--- src/somx_cfg.svh ---
`ifndef SOMX_CFG_SVH
`define SOMX_CFG_SVH
// register byte offsets
`define SOMX_OFS_SEL0     12'h000
`define SOMX_OFS_SEL1     12'h004
`define SOMX_OFS_SEL2     12'h008
`define SOMX_OFS_CTRL     12'h00c
`define SOMX_OFS_STAT     12'h010
`define SOMX_OFS_IRQ_ST   12'h014
`define SOMX_OFS_IRQ_EN   12'h018
`define SOMX_OFS_IRQ_CLR  12'h01c
`define SOMX_OFS_COUNT    12'h020
`define SOMX_OFS_WAIT     12'h024
// reset values
`define SOMX_SEL0_RST     32'h0003_0303
`define SOMX_SEL1_RST     32'h0010_1010
`define SOMX_SEL2_RST     32'h0001_0101
`define SOMX_WAIT_RST     32'h0000_0400
// field positions
`define SOMX_POS_LSB      0
`define SOMX_VEL_LSB      8
`define SOMX_TRQ_LSB      16
`define SOMX_RSV_BIT      7
// function codes
`define SOMX_FN_DISABLED  7'h00
`define SOMX_FN_BRAKE     7'h03
`define SOMX_FN_CMP       7'h14
`define SOMX_PULSE_CMP    1'b1
// ctrl bits
`define SOMX_CTRL_INIT    0
`define SOMX_CTRL_PSEL    1
`define SOMX_CTRL_CMP3    2
// irq bits
`define SOMX_IRQ_ERR1     0
`define SOMX_IRQ_ERR2     1
`define SOMX_IRQ_READY    2
// pulse timing: 4 Mpulse/s after x4
`define SOMX_PULSE_MAX_HZ 4000000
`define SOMX_CLK_HZ       25000000
`define SOMX_EDGE_CYC ((`SOMX_CLK_HZ + `SOMX_PULSE_MAX_HZ - 1) / `SOMX_PULSE_MAX_HZ)
`endif

--- src/somx_pkg.sv ---
package somx_pkg;
  typedef enum logic [1:0] {
    SOMX_MODE_POS,
    SOMX_MODE_VEL,
    SOMX_MODE_TRQ
  } somx_mode_e;
  typedef enum logic [2:0] {
    SOMX_FRA_NONE,
    SOMX_FRA_PLOOP,
    SOMX_FRA_VLOOP,
    SOMX_FRA_TS_AUTO,
    SOMX_FRA_TS_VERT,
    SOMX_FRA_TS_NORM
  } somx_fra_e;
endpackage

--- src/somx_output_mux.sv ---
// Our own choices: the AXI4-Lite register port and the address map.
`timescale 1ns/1ns
`include "somx_cfg.svh"
// Operation
// - one function code may drive several pins identically
// - disabled pin stays off; network status unaffected
// - brake or compare set in only some modes raises error 1/2
// - output_pin_q pins off until initialization completes and during reset
// - internal mode override decides which field is used
// - frequency analysis forces position, velocity or torque mode
// - trial run, forced stop and retract force position mode
// - reserved top bit excluded from error checks
// - function number is the low seven bits
// - divided pulses out as a/b quadrature, edge rate limited
// - pulse select one turns a/b pairs into compare 1 and 2
// - compare 3 has its own pair
// - scale a/b/z decoded with x4 multiplication
// - adjustable scale power-up wait
// - selector word: pos, vel, torque bytes, zero top byte
module somx_output_mux
  import somx_pkg::*;
#(
  parameter int NOUT = 3,
  parameter int NFN  = 32,
  parameter int CW   = 32
) (
  input  wire logic            aclk,
  input  wire logic            aresetn,
  input  wire logic [11:0]     s_axi_awaddr,
  input  wire logic            s_axi_awvalid,
  output logic                 s_axi_awready,
  input  wire logic [31:0]     s_axi_wdata,
  input  wire logic [3:0]      s_axi_wstrb,
  input  wire logic            s_axi_wvalid,
  output logic                 s_axi_wready,
  output logic [1:0]           s_axi_bresp,
  output logic                 s_axi_bvalid,
  input  wire logic            s_axi_bready,
  input  wire logic [11:0]     s_axi_araddr,
  input  wire logic            s_axi_arvalid,
  output logic                 s_axi_arready,
  output logic [31:0]          s_axi_rdata,
  output logic [1:0]           s_axi_rresp,
  output logic                 s_axi_rvalid,
  input  wire logic            s_axi_rready,
  input  wire logic [1:0]      host_mode,
  input  wire logic [2:0]      fra_kind,
  input  wire logic            trial_run,
  input  wire logic            forced_stop_pos,
  input  wire logic            retracting,
  input  wire logic [NFN-1:0]  function_state,
  input  wire logic [CW-1:0]   divided_position,
  input  wire logic [2:0]      compare_state,
  input  wire logic            scale_phase_a_in,
  input  wire logic            scale_phase_b_in,
  input  wire logic            scale_phase_z_in,
  input  wire logic            scale_serial_line,
  output logic [NOUT-1:0]      output_pin_q,
  output logic                 phase_a_or_compare1_out,
  output logic                 phase_a_or_compare1_out_n,
  output logic                 phase_b_or_compare2_out,
  output logic                 phase_b_or_compare2_out_n,
  output logic                 compare3_out,
  output logic                 compare3_out_n,
  output logic                 output_function_error_1,
  output logic                 output_function_error_2,
  output logic                 scale_ready_q,
  output logic                 irq_q
);
  // ==========================================================
  // functions
  function automatic logic [6:0] fn_of(input logic [7:0] code);
    // reserved bit dropped before any use
    fn_of = code[6:0];
  endfunction
  // count of modes holding fn (0..3)
  function automatic logic [1:0] fn_hits(input logic [31:0] w,
                                         input logic [6:0]  fn);
    fn_hits = 2'((fn_of(w[`SOMX_POS_LSB+:8]) == fn) ? 1 : 0)
            + 2'((fn_of(w[`SOMX_VEL_LSB+:8]) == fn) ? 1 : 0)
            + 2'((fn_of(w[`SOMX_TRQ_LSB+:8]) == fn) ? 1 : 0);
  endfunction

  // ==========================================================
  // registers
  logic [31:0]     sel_q [NOUT];
  logic [2:0]      ctrl_q;
  logic [2:0]      irq_st_q, irq_en_q;
  logic [31:0]     wait_q, wait_cnt_q;
  logic            aw_have_q, w_have_q;
  logic [11:0]     awaddr_q;
  logic [31:0]     wdata_q;
  logic            init_done_q;
  logic            psel_q;
  logic            err1_q, err2_q;
  logic [CW-1:0]   scale_cnt;
  logic            scale_z;
  logic            pa, pb;

  // ==========================================================
  // effective mode
  // analysis forcing
  wire fra_pos = (fra_kind == SOMX_FRA_PLOOP) ||
                 (fra_kind == SOMX_FRA_TS_AUTO);
  wire fra_vel = (fra_kind == SOMX_FRA_VLOOP) ||
                 (fra_kind == SOMX_FRA_TS_VERT);
  wire fra_trq = (fra_kind == SOMX_FRA_TS_NORM);
  wire force_pos = trial_run || forced_stop_pos || retracting;
  somx_mode_e eff_mode;
  assign eff_mode = (force_pos || fra_pos) ? SOMX_MODE_POS :
                    fra_vel ? SOMX_MODE_VEL :
                    fra_trq ? SOMX_MODE_TRQ :
                    (host_mode == 2'(SOMX_MODE_VEL)) ? SOMX_MODE_VEL :
                    (host_mode == 2'(SOMX_MODE_TRQ)) ? SOMX_MODE_TRQ :
                    SOMX_MODE_POS;

  // ==========================================================
  // per-pin selection and error checks
  logic [NOUT-1:0] pin_d;
  logic            err1_d, err2_d;
  always_comb begin
    logic [7:0] code;
    logic [6:0] fn;
    logic [1:0] hb, hc;
    code   = 8'h00;
    fn     = 7'h00;
    hb     = 2'h0;
    hc     = 2'h0;
    err1_d = 1'b0;
    err2_d = 1'b0;
    pin_d  = '0;
    for (int i = 0; i < NOUT; i++) begin
      case (eff_mode)
        SOMX_MODE_VEL: code = sel_q[i][`SOMX_VEL_LSB+:8];
        SOMX_MODE_TRQ: code = sel_q[i][`SOMX_TRQ_LSB+:8];
        default:       code = sel_q[i][`SOMX_POS_LSB+:8];
      endcase
      fn = fn_of(code);
      pin_d[i] = (fn != `SOMX_FN_DISABLED) && (32'(fn) < NFN) &&
                 function_state[fn[4:0]];
      hb = fn_hits(sel_q[i], `SOMX_FN_BRAKE);
      hc = fn_hits(sel_q[i], `SOMX_FN_CMP);
      if (hb != 2'h0 && hb != 2'h3)
        err1_d = 1'b1;
      if (hc != 2'h0 && hc != 2'h3)
        err2_d = 1'b1;
    end
  end

  // ==========================================================
  // axi4-lite slave
  wire        wr_go   = aw_have_q && w_have_q && !s_axi_bvalid;
  wire        rd_go   = s_axi_arvalid && s_axi_arready;
  wire [11:0] wa      = awaddr_q;
  wire [1:0]  wsel    = 2'(wa[3:2]);
  wire        wr_sel  = wr_go && (wa < `SOMX_OFS_CTRL);
  wire        wr_ctrl = wr_go && (wa == `SOMX_OFS_CTRL);
  wire        wr_en   = wr_go && (wa == `SOMX_OFS_IRQ_EN);
  wire        wr_clr  = wr_go && (wa == `SOMX_OFS_IRQ_CLR);
  wire        wr_wait = wr_go && (wa == `SOMX_OFS_WAIT);
  wire        wr_ok   = wr_sel || wr_ctrl || wr_en || wr_clr || wr_wait;
  wire [31:0] stat_w  = {26'h0, scale_z, scale_ready_q, err2_q, err1_q,
                         psel_q, init_done_q};
  wire [11:0] ra      = s_axi_araddr;
  wire        ra_ok   = (ra <= `SOMX_OFS_WAIT) && (ra[1:0] == 2'h0);
  wire [31:0] rd_w    =
    (ra == `SOMX_OFS_SEL0)   ? sel_q[0] :
    (ra == `SOMX_OFS_SEL1)   ? sel_q[1] :
    (ra == `SOMX_OFS_SEL2)   ? sel_q[2] :
    (ra == `SOMX_OFS_CTRL)   ? {29'h0, ctrl_q} :
    (ra == `SOMX_OFS_STAT)   ? stat_w :
    (ra == `SOMX_OFS_IRQ_ST) ? {29'h0, irq_st_q} :
    (ra == `SOMX_OFS_IRQ_EN) ? {29'h0, irq_en_q} :
    (ra == `SOMX_OFS_COUNT)  ? 32'(scale_cnt) :
    (ra == `SOMX_OFS_WAIT)   ? wait_q : 32'h0;
  // byte-lane mask, unstrobed bytes written as zero
  wire [31:0] wmask   = {{8{s_axi_wstrb[3]}}, {8{s_axi_wstrb[2]}},
                         {8{s_axi_wstrb[1]}}, {8{s_axi_wstrb[0]}}};
  always_ff @(posedge aclk) begin
    if (!aresetn) begin
      aw_have_q <= 1'b0;
      w_have_q  <= 1'b0;
      awaddr_q  <= 12'h000;
      wdata_q   <= 32'h0;
      s_axi_bvalid <= 1'b0;
      s_axi_bresp  <= 2'h0;
      s_axi_rvalid <= 1'b0;
      s_axi_rresp  <= 2'h0;
      s_axi_rdata  <= 32'h0;
    end else begin
      if (s_axi_awvalid && s_axi_awready) begin
        aw_have_q <= 1'b1;
        awaddr_q  <= s_axi_awaddr;
      end
      if (s_axi_wvalid && s_axi_wready) begin
        w_have_q <= 1'b1;
        wdata_q  <= s_axi_wdata & wmask;
      end
      if (wr_go) begin
        aw_have_q    <= 1'b0;
        w_have_q     <= 1'b0;
        s_axi_bvalid <= 1'b1;
        s_axi_bresp  <= wr_ok ? 2'h0 : 2'h2;
      end else if (s_axi_bready)
        s_axi_bvalid <= 1'b0;
      if (rd_go) begin
        s_axi_rvalid <= 1'b1;
        s_axi_rdata  <= rd_w;
        s_axi_rresp  <= ra_ok ? 2'h0 : 2'h2;
      end else if (s_axi_rready)
        s_axi_rvalid <= 1'b0;
    end
  end
  assign s_axi_awready = !aw_have_q && aresetn;
  assign s_axi_wready  = !w_have_q && aresetn;
  assign s_axi_arready = !s_axi_rvalid && aresetn;

  // ==========================================================
  // configuration, status and interrupts
  wire [2:0] ev = {scale_ready_q == 1'b0 && wait_cnt_q == 32'h1,
                   err2_d && !err2_q, err1_d && !err1_q};
  always_ff @(posedge aclk) begin
    if (!aresetn) begin
      sel_q[0] <= `SOMX_SEL0_RST;
      sel_q[1] <= `SOMX_SEL1_RST;
      sel_q[2] <= `SOMX_SEL2_RST;
      ctrl_q   <= 3'h0;
      irq_en_q <= 3'h0;
      irq_st_q <= 3'h0;
      wait_q   <= `SOMX_WAIT_RST;
    end else begin
      if (wr_sel && 32'(wsel) < NOUT)
        sel_q[wsel] <= {8'h00, wdata_q[23:0]};
      if (wr_ctrl)
        ctrl_q <= wdata_q[2:0];
      if (wr_en)
        irq_en_q <= wdata_q[2:0];
      if (wr_wait)
        wait_q <= wdata_q;
      // set wins over clear
      irq_st_q <= (irq_st_q & ~(wr_clr ? wdata_q[2:0] : 3'h0)) | ev;
    end
  end
  assign init_done_q = ctrl_q[`SOMX_CTRL_INIT];
  assign psel_q      = ctrl_q[`SOMX_CTRL_PSEL];

  always_ff @(posedge aclk) begin
    if (!aresetn) begin
      wait_cnt_q    <= `SOMX_WAIT_RST;
      scale_ready_q <= 1'b0;
    end else if (wr_wait) begin
      // new wait value restarts the scale wait
      wait_cnt_q    <= wdata_q;
      scale_ready_q <= 1'b0;
    end else if (!scale_ready_q) begin
      if (wait_cnt_q <= 32'h1)
        scale_ready_q <= 1'b1;
      else
        wait_cnt_q <= wait_cnt_q - 32'h1;
    end
  end

  somx_scale_decoder #(.CW(CW)) u_dec (
    .aclk             (aclk),
    .aresetn          (aresetn),
    .enable           (scale_ready_q),
    .scale_phase_a_in (scale_phase_a_in),
    .scale_phase_b_in (scale_phase_b_in),
    .scale_phase_z_in (scale_phase_z_in),
    .count_q          (scale_cnt),
    .zero_seen_q      (scale_z)
  );
  somx_pulse_gen #(.CW(CW)) u_pg (
    .aclk      (aclk),
    .aresetn   (aresetn),
    .target    (divided_position),
    .phase_a_q (pa),
    .phase_b_q (pb)
  );

  // ==========================================================
  // output registers
  wire a_d = psel_q == `SOMX_PULSE_CMP ? compare_state[0] : pa;
  wire b_d = psel_q == `SOMX_PULSE_CMP ? compare_state[1] : pb;
  always_ff @(posedge aclk) begin
    if (!aresetn) begin
      output_pin_q <= '0;
      err1_q       <= 1'b0;
      err2_q       <= 1'b0;
      irq_q        <= 1'b0;
      phase_a_or_compare1_out   <= 1'b0;
      phase_a_or_compare1_out_n <= 1'b1;
      phase_b_or_compare2_out   <= 1'b0;
      phase_b_or_compare2_out_n <= 1'b1;
      compare3_out   <= 1'b0;
      compare3_out_n <= 1'b1;
    end else begin
      output_pin_q <= init_done_q ? pin_d : '0;
      err1_q       <= err1_d;
      err2_q       <= err2_d;
      irq_q        <= |((irq_st_q | ev) & irq_en_q);
      phase_a_or_compare1_out   <= a_d;
      phase_a_or_compare1_out_n <= !a_d;
      phase_b_or_compare2_out   <= b_d;
      phase_b_or_compare2_out_n <= !b_d;
      compare3_out   <= compare_state[2];
      compare3_out_n <= !compare_state[2];
    end
  end
  assign output_function_error_1 = err1_q;
  assign output_function_error_2 = err2_q;
endmodule

--- src/somx_pulse_gen.sv ---
`timescale 1ns/1ns
`include "somx_cfg.svh"
module somx_pulse_gen
  import somx_pkg::*;
#(
  parameter int CW = 32
) (
  input  wire logic          aclk,
  input  wire logic          aresetn,
  input  wire logic [CW-1:0] target,
  output logic               phase_a_q,
  output logic               phase_b_q
);
  localparam int GAP = `SOMX_EDGE_CYC;
  logic [CW-1:0] pos_q;
  logic [7:0]    gap_q;
  wire  fwd  = $signed(target - pos_q) > 0;
  wire  move = (target != pos_q) && (gap_q == 8'h00);
  wire  [1:0] ph  = pos_q[1:0] + (fwd ? 2'h1 : 2'h3);
  always_ff @(posedge aclk) begin
    if (!aresetn) begin
      pos_q     <= '0;
      gap_q     <= 8'h00;
      phase_a_q <= 1'b0;
      phase_b_q <= 1'b0;
    end else if (move) begin
      pos_q     <= fwd ? pos_q + CW'(1) : pos_q - CW'(1);
      gap_q     <= 8'(GAP - 1);
      phase_a_q <= ph[1];
      phase_b_q <= ph[1] ^ ph[0];
    end else if (gap_q != 8'h00) begin
      gap_q <= gap_q - 8'h01;
    end
  end
endmodule

--- src/somx_scale_decoder.sv ---
`timescale 1ns/1ns
`include "somx_cfg.svh"
module somx_scale_decoder
  import somx_pkg::*;
#(
  parameter int CW = 32
) (
  input  wire logic          aclk,
  input  wire logic          aresetn,
  input  wire logic          enable,
  input  wire logic          scale_phase_a_in,
  input  wire logic          scale_phase_b_in,
  input  wire logic          scale_phase_z_in,
  output logic [CW-1:0]      count_q,
  output logic               zero_seen_q
);
  logic [1:0] ab_q;
  logic       z_q;
  wire  [1:0] ab_now = {scale_phase_a_in, scale_phase_b_in};
  // x4 decode: every edge of a or b counts while enable is high
  wire        step   = enable && (ab_now != ab_q);
  wire        up     = (ab_q[1] ^ ab_now[0]);
  wire        z_rise = enable && scale_phase_z_in && !z_q;
  always_ff @(posedge aclk) begin
    if (!aresetn) begin
      ab_q        <= 2'h0;
      z_q         <= 1'b0;
      count_q     <= '0;
      zero_seen_q <= 1'b0;
    end else begin
      ab_q        <= ab_now;
      z_q         <= scale_phase_z_in;
      zero_seen_q <= z_rise;
      if (step && up)
        count_q <= count_q + CW'(1);
      else if (step)
        count_q <= count_q - CW'(1);
    end
  end
endmodule
--- config.mk ---
export PLATFORM = sky130hd
export DESIGN_NAME = somx_output_mux
export DESIGN_NICKNAME = d
export VERILOG_FILES = /design/src/somx_pkg.sv /design/src/somx_output_mux.sv /design/src/somx_pulse_gen.sv /design/src/somx_scale_decoder.sv
export VERILOG_INCLUDE_DIRS = /design/src /design/src/src
export SDC_FILE = /design/constraint.sdc
export NUM_CORES = 1
export LEC_CHECK = 0
export ABC_AREA = 0
export BUFFER_PORTS_ARGS = -buffer_cell sky130_fd_sc_hd__buf_4
export CAP_MARGIN = 20
export CELL_PAD_IN_SITES_DETAIL_PLACEMENT = 0
export CELL_PAD_IN_SITES_GLOBAL_PLACEMENT = 1
export CORE_MARGIN = 2
export CORE_UTILIZATION = 49
export CTS_CLUSTER_DIAMETER = 50
export DETAILED_ROUTE_END_ITERATION = 10
export PLACE_DENSITY_LB_ADDON = 0.25
export SYNTH_ARGS = -nofsm -noshare
export SYNTH_HDL_FRONTEND = slang
export SYNTH_SLANG_ARGS = --single-unit
--- constraint.sdc ---
create_clock -name aclk -period 21.5 [get_ports aclk]
set_input_delay 5.375 -clock aclk [delete_from_list [all_inputs] [get_ports aclk]]
set_output_delay 5.375 -clock aclk [all_outputs]
set_load 0.005 [all_outputs]
==> impl_metrics.py, run 1 <==
metrics = {
    "run_status": {
        "outcome": "complete, no violations",
    },
    "sta": {
        "setup_viol": 0,
        "worst_pin_slew_ns": 1.067,
        "fin_skew_ns": 0.02195,
        "tns_ns": 0,
        "maxSlewViolCount": 0,
        "rsz0062_at_grt": "no",
        "timing.slew.headroom": 0.2888,
        "fin_crit_sh": 0.5542,
        "finalCriticalPeriod_ns": 11.92,
        "holdWs_ns": 0.4590,
        "timing.fmax_mhz": 83.92,
        "hold_viol_final": 0,
    },
    "power": {
        "powerDensity_nw_per_um2": 118.9,
        "swShare": 0.3881,
        "power_frac_seq": 0.270,
        "peakVddDrop_v": 0.00006463,
        "power_leakage_nw": 9.053,
        "intPower_mw": 1.662,
        "p_clk_frac": 0.280,
        "p_comb_frac": 0.449,
        "p_sw_mw": 1.054,
    },
    "critical_path": {
        "crit_path_max_fanout": 43,
        "cp_data_required_time_ns": 16.12,
        "r2r-start": "u_pg.pos_q[0]",
        "cp-start-kind": "input port",
        "crit_path_end_kind": "output port",
        "r2r_cells": 26,
        "cp_data_arrival_time_ns": 6.54,
        "r2r_slack_ns": 14.21,
        "reg2reg_to": "u_pg.pos_q[30]",
        "criticalPathCategory": "input port to output port",
    },
    "floorplanning": {
        "pin_count": 200,
        "rows": 72,
        "start_util": 0.4986,
        "die_y_um": 202.8,
        "die_area_um2": 41110,
        "core_um2": 38830,
        "die_w_um": 202.8,
    },
    "min_path": {
        "holdCritStartpoint": "wdata_q[31]",
        "hold_class": "flop to flop",
        "min_path_cells": 2,
        "min_to": "wdata_q[31]",
    },
    "clock_network": {
        "cts_tree": "yes",
        "cts_sinks": 317,
        "clockBufferDepth": 3,
        "post-cts-setup-buffers": 0,
        "clkLatencyLatePin_ns": 0.58,
        "cts.htree.levels": 2,
        "path_clk_slew_ns": 0.06,
        "postCtsHoldBufs": 0,
        "post_cts_resized": 0,
        "cts_buffers": 43,
        "cts-root-buf": "clkbuf_16",
    },
    "placed_design": {
        "dp_hpwl_um": 44840,
        "numPortBuffers": 195,
        "gp_congestion": 0.9061,
    },
    "synth": {
        "postSynth.asyncResetShare": 0,
        "synth_edf_count": 72,
        "ys_ff_latch": 317,
        "ys.warnings.count": 0,
        "yosys.area.top_type_share": 0.2534,
        "synth.area.top_cells": "dfxtp_1 (25%), edfxtp_1 (11%), a21oi_1 (6.4%)",
        "synth.most_common_cell": "nand2_1",
        "synth_commonest_cells": "nand2_1 (319), a21oi_1 (248), dfxtp_1 (245), nor2_1 (212)",
        "syn_inst": 2321,
        "ys.flop_type": "dfxtp_1",
        "synth-seq-area-share": 0.3650,
        "avgSynthCellArea_um2": 8.341,
        "synth_area_um2": 19360,
        "ys_types": 96,
        "yosys.area.top_type": "dfxtp_1",
    },
    "flow_run": {
        "maxCapViolCount": 0,
    },
    "cells_and_area": {
        "final_core_util": 0.5883,
        "num-nets-final": 2725,
        "layout-drive-gt1-share": 0.1488,
        "syn2layout_area_growth_pct": 18.00,
    },
    "route": {
        "route.detailed.drc": 0,
        "vias_per_cell": 5.863,
        "initialDrtViolationCount": 1485,
        "postRouteAntennaNets": 0,
        "wl_per_cell_um": 19.68,
        "first_pass_iters": 6,
        "wirelength_um": 59550,
        "vias": 17740,
    },
    "grt": {
        "grt-ovfl-total": 0,
        "grt_max_degree": 102,
        "grt_pass1_wl_um": 92810,
        "grt_use_total": 0.2853,
        "antenna_found_initial": 3,
        "grt_pass1_vias": 16680,
    },
}
routing by layer:
| metal | share of wire | track usage | up-vias | routed length [um] |
|---|---|---|---|---|
| met1 | 0.48 | 0.4206 | 8466 | 28580 |
| met4 | 0.017 | 0.07013 | 4 | 1013 |
| met5 | 0.00035 | 0 | - | 21 |
| met3 | 0.074 | 0.05778 | 74 | 4381 |
| li1 | - | - | 8680 | - |
| met2 | 0.43 | 0.4264 | 518 | 25550 |
area by class of cell:
class / count / area (um^2)
antenna: 1 / 2.502
clock buffer: 48 / 1180
clock inverter: 32 / 371.6
fill: 3459 / 15980
inverter: 71 / 271.5
multi-input combinational: 1817 / 11570
sequential: 317 / 7067
tap: 518 / 648.1
timing repair buffer: 222 / 1732
power groups by stage:
stage	logic (mW)	registers, mW	clock network [mW]
finish	1.22	0.734	0.761
global route	1.36	0.742	0.801
CTS	1.20	0.733	0.775
detailed placement	1.20	0.745	0
global placement	1.18	0.743	0
floorplan	0.950	0.726	0
flip-flops by register name (all words and copies together), names as in the netlist, 3 cells and up:
| signal | count |
|---|---|
| wait_q | 32 |
| irq_st_q | 3 |
| output_pin_q | 3 |
| s_axi_rdata | 32 |
| wdata_q | 32 |
| sel_q | 72 |
| irq_en_q | 3 |
| ctrl_q | 3 |
| u_pg.gap_q | 8 |
| wait_cnt_q | 32 |
| u_pg.pos_q | 32 |
| u_dec.count_q | 32 |
| awaddr_q | 12 |
critical path, stage by stage:
cell    delay, ns
buf_4        0.48
inv_6        0.25
nor2_1       0.23
buf_4        0.14
per-stage QoR:
stage                     area, um^2  worst slack, ns  instances  power, mW
after floorplan                19360            10.10       2322      1.677
after global routing           22840            9.282       3025      2.898
after CTS                      22750            9.603       3021      2.713
after detailed placement       21200            9.310       2941      1.942
after global placement         21180            9.333       2939      1.918
final                          22840            9.584       3026      2.716
layout by cell type, fill, tap and decap left out, drive strengths merged, types with 8 or more instances in the layout:
master and n:
nand3b 11, nand2b 41, a311oi 20, ha 98
o21bai 15, o211ai 13, a22oi 46, inv 80
nand2 320, mux2i 27, or2 8, a211oi 24
and2 74, dfxtp 245, xnor2 73, o21ai 105
mux4 21, nand4 31, or4 10, clkinv 15
nor3b 9, nor4 11, nor2b 12, fa 9
xor2 34, nand3 84, clkbuf 49, a21o 43
nor3 55, a221oi 8, o21a 16, and3 14
or3 15, a31oi 15, buf 221, edfxtp 72
nor2 212, a21oi 254
worst max-delay path by stage:
| stage | cells after the start | endpoint | slack [ns] | start |
|---|---|---|---|---|
| floorplan | 26 | u_pg.pos_q[28] | 10.10 | divided_position[0] |
| global placement | 28 | u_pg.pos_q[28] | 9.33 | divided_position[0] |
| detailed placement | 27 | u_pg.pos_q[29] | 9.31 | divided_position[0] |
| CTS | 4 | s_axi_arready | 9.60 | aresetn |
| global route | 28 | u_pg.pos_q[31] | 9.28 | divided_position[0] |
| finish | 4 | s_axi_arready | 9.58 | aresetn |
cell families (layout without fill, tap and decap cells):
group | Yosys count | after routing | share of synthesized area
xor+xnor | 107 | 107 | 0.04841
flops | 317 | 317 | 0.3650
mux | 53 | 53 | 0.04130
other cells | 1 | 3 | 0.0001937
simple gates | 921 | 921 | 0.2273
compound gates | 627 | 627 | 0.2056
fa+ha+maj | 107 | 107 | 0.07265
buf+inv | 188 | 373 | 0.03949
Note: power is estimated with default switching activity, not from simulation.
==> run 2: changes to the inputs <==
- CORE_UTILIZATION: 49 -> 41
- clock period: 21.5 -> 9.6 ns (I/O delays scaled with it)
==> run 2 against run 1 <==
  * Via count is 1.5% lower
  * Global-route usage is 4.8 points lower
  * Setup slack worse by 8.6 ns
  * Count of clock-buffer cells in the layout is 11 higher
  * Die area is 19% higher
==> impl_metrics.py, run 2 (synthesis results as in run 1) <==
metrics = {
    "clock_network": {
        "post-cts-setup-buffers": 0,
        "post_cts_resized": 0,
        "cts_buffers": 45,
        "postCtsHoldBufs": 0,
        "clkLatencyLatePin_ns": 0.58,
        "clockBufferDepth": 3,
        "cts_tree": "yes",
        "cts.htree.levels": 2,
        "cts_sinks": 317,
        "path_clk_slew_ns": 0.06,
        "cts-root-buf": "clkbuf_16",
    },
    "floorplanning": {
        "rows": 79,
        "die_y_um": 221.3,
        "pin_count": 200,
        "die_area_um2": 48970,
        "start_util": 0.4158,
        "core_um2": 46560,
        "die_w_um": 221.3,
    },
    "critical_path": {
        "worstSetupStartpoint": "divided_position[0]",
        "cp-start-kind": "input port",
        "crit_path_end_kind": "flop",
        "criticalPathCategory": "input port to flop",
        "cp-endpoint": "u_pg.pos_q[28]",
        "cp_data_required_time_ns": 10.05,
        "r2r_slack_ns": 2.44,
        "r2r_cells": 25,
        "cp_data_arrival_time_ns": 9.12,
        "reg2reg_to": "u_pg.pos_q[28]",
        "crit_path_max_fanout": 8,
        "r2r-start": "u_pg.pos_q[0]",
    },
    "placed_design": {
        "dp_slack_ns": 0.4916,
        "numPortBuffers": 195,
        "dp_hpwl_um": 45100,
        "gp_congestion": 0.9121,
    },
    "cells_and_area": {
        "layout-drive-gt1-share": 0.1487,
        "multiInputGateArea_um2": 11570,
        "diodes": 0,
        "area.sequential_um2": 7067,
        "layout_commonest_cell": "nand2_1",
        "final_cell_mix": "nand2_1 (319), a21oi_1 (248), dfxtp_1 (245)",
        "top_register": "sel_q",
        "fillers": 4496,
        "largest_reg_flops": 72,
        "num-nets-final": 2727,
        "syn2layout_area_growth_pct": 18.37,
    },
    "grt": {
        "grt_max_degree": 87,
        "grt_use_total": 0.2375,
        "grt_pass1_vias": 16390,
        "antenna_found_initial": 1,
        "grt-ovfl-total": 0,
        "grt_pass1_wl_um": 92860,
    },
    "power": {
        "p_comb_frac": 0.450,
        "peakVddDrop_v": 0.0002096,
        "power_frac_seq": 0.272,
        "powerDensity_nw_per_um2": 264.5,
        "power_leakage_nw": 9.030,
        "p_clk_frac": 0.278,
        "swShare": 0.3862,
        "intPower_mw": 3.720,
        "p_sw_mw": 2.340,
    },
    "route": {
        "wirelength_um": 59420,
        "first_pass_iters": 5,
        "initialDrtViolationCount": 1572,
        "wl_per_cell_um": 19.07,
        "vias": 17480,
        "vias_per_cell": 5.609,
        "route.detailed.drc": 0,
        "postRouteAntennaNets": 0,
    },
    "sta": {
        "setup_ws_ns": 0.9383,
        "finalCriticalPeriod_ns": 8.662,
        "timing.slew.headroom": 0.2599,
        "rsz0062_at_grt": "no",
        "worst_pin_slew_ns": 1.110,
        "maxSlewViolCount": 0,
        "setup_viol": 0,
        "hold_viol_final": 0,
        "fin_crit_sh": 0.9023,
        "tns_ns": 0,
        "timing.fmax_mhz": 115.5,
        "fin_skew_ns": 0.01948,
    },
    "run_status": {
        "outcome": "complete, no violations",
    },
    "min_path": {
        "hold_class": "flop to flop",
    },
    "flow_run": {
        "maxCapViolCount": 0,
    },
}
## run 2: worst min path at each step
stage | from | to | slack [ns] | depth (start not counted)
after floorplan | awaddr_q[9] | awaddr_q[9] | 0.43 | 2
after global placement | wdata_q[27] | wdata_q[27] | 0.44 | 2
after detailed placement | wdata_q[29] | wdata_q[29] | 0.45 | 2
after CTS | wdata_q[26] | wdata_q[26] | 0.45 | 2
after global routing | wait_q[9] | wait_q[9] | 0.47 | 2
final | wdata_q[29] | wdata_q[29] | 0.45 | 2
## run 2: cell type report
type,instances,share of cell area
tap,607,0.03314
multi-input combinational,1817,0.5050
timing repair buffer,222,0.07497
inverter,71,0.01185
clock inverter,23,0.01081
clock buffer,59,0.05586
sequential,317,0.3084
## run 2: routing by layer
metal,GRT usage,vias to the layer above,wire length (um)
li1,-,8689,-
met1,0.3500,8254,28700
met2,0.3522,457,25360
met3,0.05072,76,4181
met4,0.05694,2,1163
met5,0,-,9
## run 2: critical path, cell delays in order
cell	delay, ns
buf_4	0.08
inv_1	0.05
ha_1	0.20
fa_1	0.42
nor2b_1	0.19
o21bai_2	0.10
a21o_2	0.24
a211oi_2	0.33
o21ai_0	0.18
a221o_1	0.34
or4_4	0.49
nor4b_2	0.34
nand4_1	0.21
nand2_1	0.40
fa_1	0.30
a21o_1	0.12
a21o_1	0.15
a21oi_1	0.09
o21ai_0	0.32
nand3_1	0.20
a211oi_1	0.47
or4b_2	0.23
nand2_1	0.06
o311ai_1	0.62
a21o_1	0.23
a211oi_1	0.07
a211o_1	0.27
## run 2: power by group through the flow
stage                     logic [mW]  registers [mW]  clock network (mW)
final                           2.73            1.65                1.69
after global routing            3.04            1.67                1.78
after CTS                       2.71            1.65                1.72
after detailed placement        2.69            1.67                   0
after global placement          2.67            1.67                   0
after floorplan                 2.13            1.63                   0
## run 2: metrics by stage
step	power, mW	utilization	hold WS, ns	cell area [um^2]	std cells
after global routing	6.489	0.4922	0.4727	22910	3116
after floorplan	3.755	-	0.4304	19360	2322
after detailed placement	4.364	0.4580	0.4466	21320	3031
after CTS	6.082	0.4908	0.4532	22850	3113
final	6.061	0.4922	0.4510	22910	3116
after global placement	4.332	0.4576	0.4411	21310	3030
==> run 3: changes to the inputs <==
- REMOVE_ABC_BUFFERS: not set -> 1
==> run 3 against run 2 <==
  * Non-clock buffer count is 3 higher
  * Combinational power hardly changed
  * Fmax is 2.6% higher
  * Critical path depth stayed put
  * Routed wire length is 1.2% higher
  * Register-to-register slack better by 0.24 ns
  * Largest power group unchanged
  * Design area is 0.27% lower
  * Sequential power hardly changed
  * Via count is 0.50% higher
  * Global-route usage is 0.24 points higher
  * Largest cell class unchanged
  * Critical path type unchanged
==> impl_metrics.py, run 3 (synthesis results as in run 1) <==
metrics = {
    "cells_and_area": {
        "diodes": 0,
        "largest_reg_flops": 72,
        "top_register": "sel_q",
        "fillers": 4511,
        "finalNonFillerCells": 3122,
        "layout_commonest_cell": "nand2_1",
        "num-nets-final": 2731,
        "syn2layout_area_growth_pct": 18.05,
        "final_core_util": 0.4909,
        "fin_area_um2": 22850,
        "multiInputGateArea_um2": 11570,
        "layout-drive-gt1-share": 0.1499,
        "final_cell_mix": "nand2_1 (319), a21oi_1 (248), dfxtp_1 (245)",
        "area.sequential_um2": 7067,
    },
    "critical_path": {
        "crit_path_max_fanout": 8,
        "cp_data_arrival_time_ns": 8.91,
        "crit_path_end_kind": "flop",
        "cp_data_required_time_ns": 10.07,
        "criticalPathCategory": "input port to flop",
        "cp-start-kind": "input port",
    },
    "sta": {
        "tns_ns": 0,
        "timing.slew.headroom": 0.2905,
        "finalCriticalPeriod_ns": 8.439,
        "rsz0062_at_grt": "no",
        "setup_viol": 0,
        "worst_pin_slew_ns": 1.063,
        "timing.fmax_mhz": 118.5,
        "setup_ws_ns": 1.161,
        "holdWs_ns": 0.4534,
        "fin_skew_ns": 0.02347,
        "hold_viol_final": 0,
        "fin_crit_sh": 0.8790,
        "maxSlewViolCount": 0,
    },
    "power": {
        "powerDensity_nw_per_um2": 262.7,
        "total_power_mw": 6.004,
        "peakVddDrop_v": 0.0001766,
        "power_leakage_nw": 9.016,
    },
    "clock_network": {
        "cts_buffers": 46,
        "post-cts-setup-buffers": 0,
        "clockBufferDepth": 3,
        "cts.htree.levels": 2,
        "postCtsHoldBufs": 0,
        "post_cts_resized": 0,
        "path_clk_slew_ns": 0.06,
        "cts_sinks": 317,
        "clkLatencyLatePin_ns": 0.58,
        "cts_tree": "yes",
        "cts-root-buf": "clkbuf_16",
    },
    "grt": {
        "grt_max_degree": 82,
        "grt_pass1_wl_um": 94590,
        "grt_pass1_vias": 17160,
        "antenna_found_initial": 1,
        "grt-ovfl-total": 0,
        "grt_use_total": 0.2399,
    },
    "run_status": {
        "outcome": "complete, no violations",
    },
    "route": {
        "wirelength_um": 60120,
        "first_pass_iters": 6,
        "initialDrtViolationCount": 1279,
        "vias": 17570,
        "vias_per_cell": 5.627,
        "postRouteAntennaNets": 0,
        "route.detailed.drc": 0,
        "wl_per_cell_um": 19.26,
    },
    "placed_design": {
        "dp_hpwl_um": 44800,
        "numPortBuffers": 195,
        "dp_slack_ns": 0.5931,
        "dp.cells": 3036,
        "place_area_um2": 21370,
        "gp_congestion": 0.9215,
    },
    "floorplanning": {
        "die_area_um2": 48970,
        "die_w_um": 221.3,
        "core_um2": 46560,
        "start_util": 0.4158,
        "rows": 79,
        "die_y_um": 221.3,
        "pin_count": 200,
    },
    "flow_run": {
        "maxCapViolCount": 0,
    },
    "min_path": {
        "hold_class": "flop to flop",
    },
}
## run 3: per-layer routing
layer | share of wire | vias to the layer above | global-route usage | wire, um
li1 | - | 8694 | - | -
met3 | 0.047 | 95 | 0.03426 | 2820
met1 | 0.45 | 8336 | 0.3133 | 27040
met2 | 0.48 | 439 | 0.4084 | 28590
met4 | 0.027 | 2 | 0.07664 | 1652
met5 | 0.00025 | - | 0 | 15
## run 3: power breakdown
group | internal [mW] | leakage [nW] | switching (mW)
Combinational | 1.18 | 5.60 | 1.55
Sequential | 1.51 | 2.70 | 0.141
Clock | 0.948 | 0.721 | 0.679
Total | 3.63 | 9.02 | 2.37
## run 3: worst paths after layout
kind	to	cells past startpoint	slack, ns	from
max	u_pg.pos_q[28]	27	1.16	divided_position[0]
min	awaddr_q[11]	2	0.45	awaddr_q[11]
max reg2reg	u_pg.pos_q[28]	25	2.68	u_pg.pos_q[0]
min reg2reg	awaddr_q[11]	2	0.45	awaddr_q[11]
## run 3: area by class of cell
| cell class | instances | area share |
|---|---|---|
| clock buffers | 60 | 0.05491 |
| clock inverters | 25 | 0.009855 |
| inverters | 71 | 0.01188 |
| multi-input cells | 1817 | 0.5062 |
| flip-flops and latches | 317 | 0.3092 |
| well taps | 607 | 0.03323 |
| repair buffers | 225 | 0.07468 |
## run 3: critical path, cell delays in order
cell	delay [ns]
buf_4	0.08
inv_1	0.05
ha_1	0.20
fa_1	0.43
nor2b_1	0.20
o21bai_2	0.10
a21o_2	0.23
a211oi_2	0.35
o21ai_0	0.13
a221o_1	0.33
or4_4	0.49
nor4b_2	0.34
nand4_1	0.20
nand2_1	0.40
ha_1	0.36
a21o_1	0.19
a21o_1	0.19
a21oi_1	0.17
o21ai_0	0.18
nand3_1	0.17
a211oi_1	0.10
or4b_2	0.64
nand2_1	0.10
o311ai_1	0.19
a21o_1	0.25
a21o_1	0.18
a211o_1	0.24
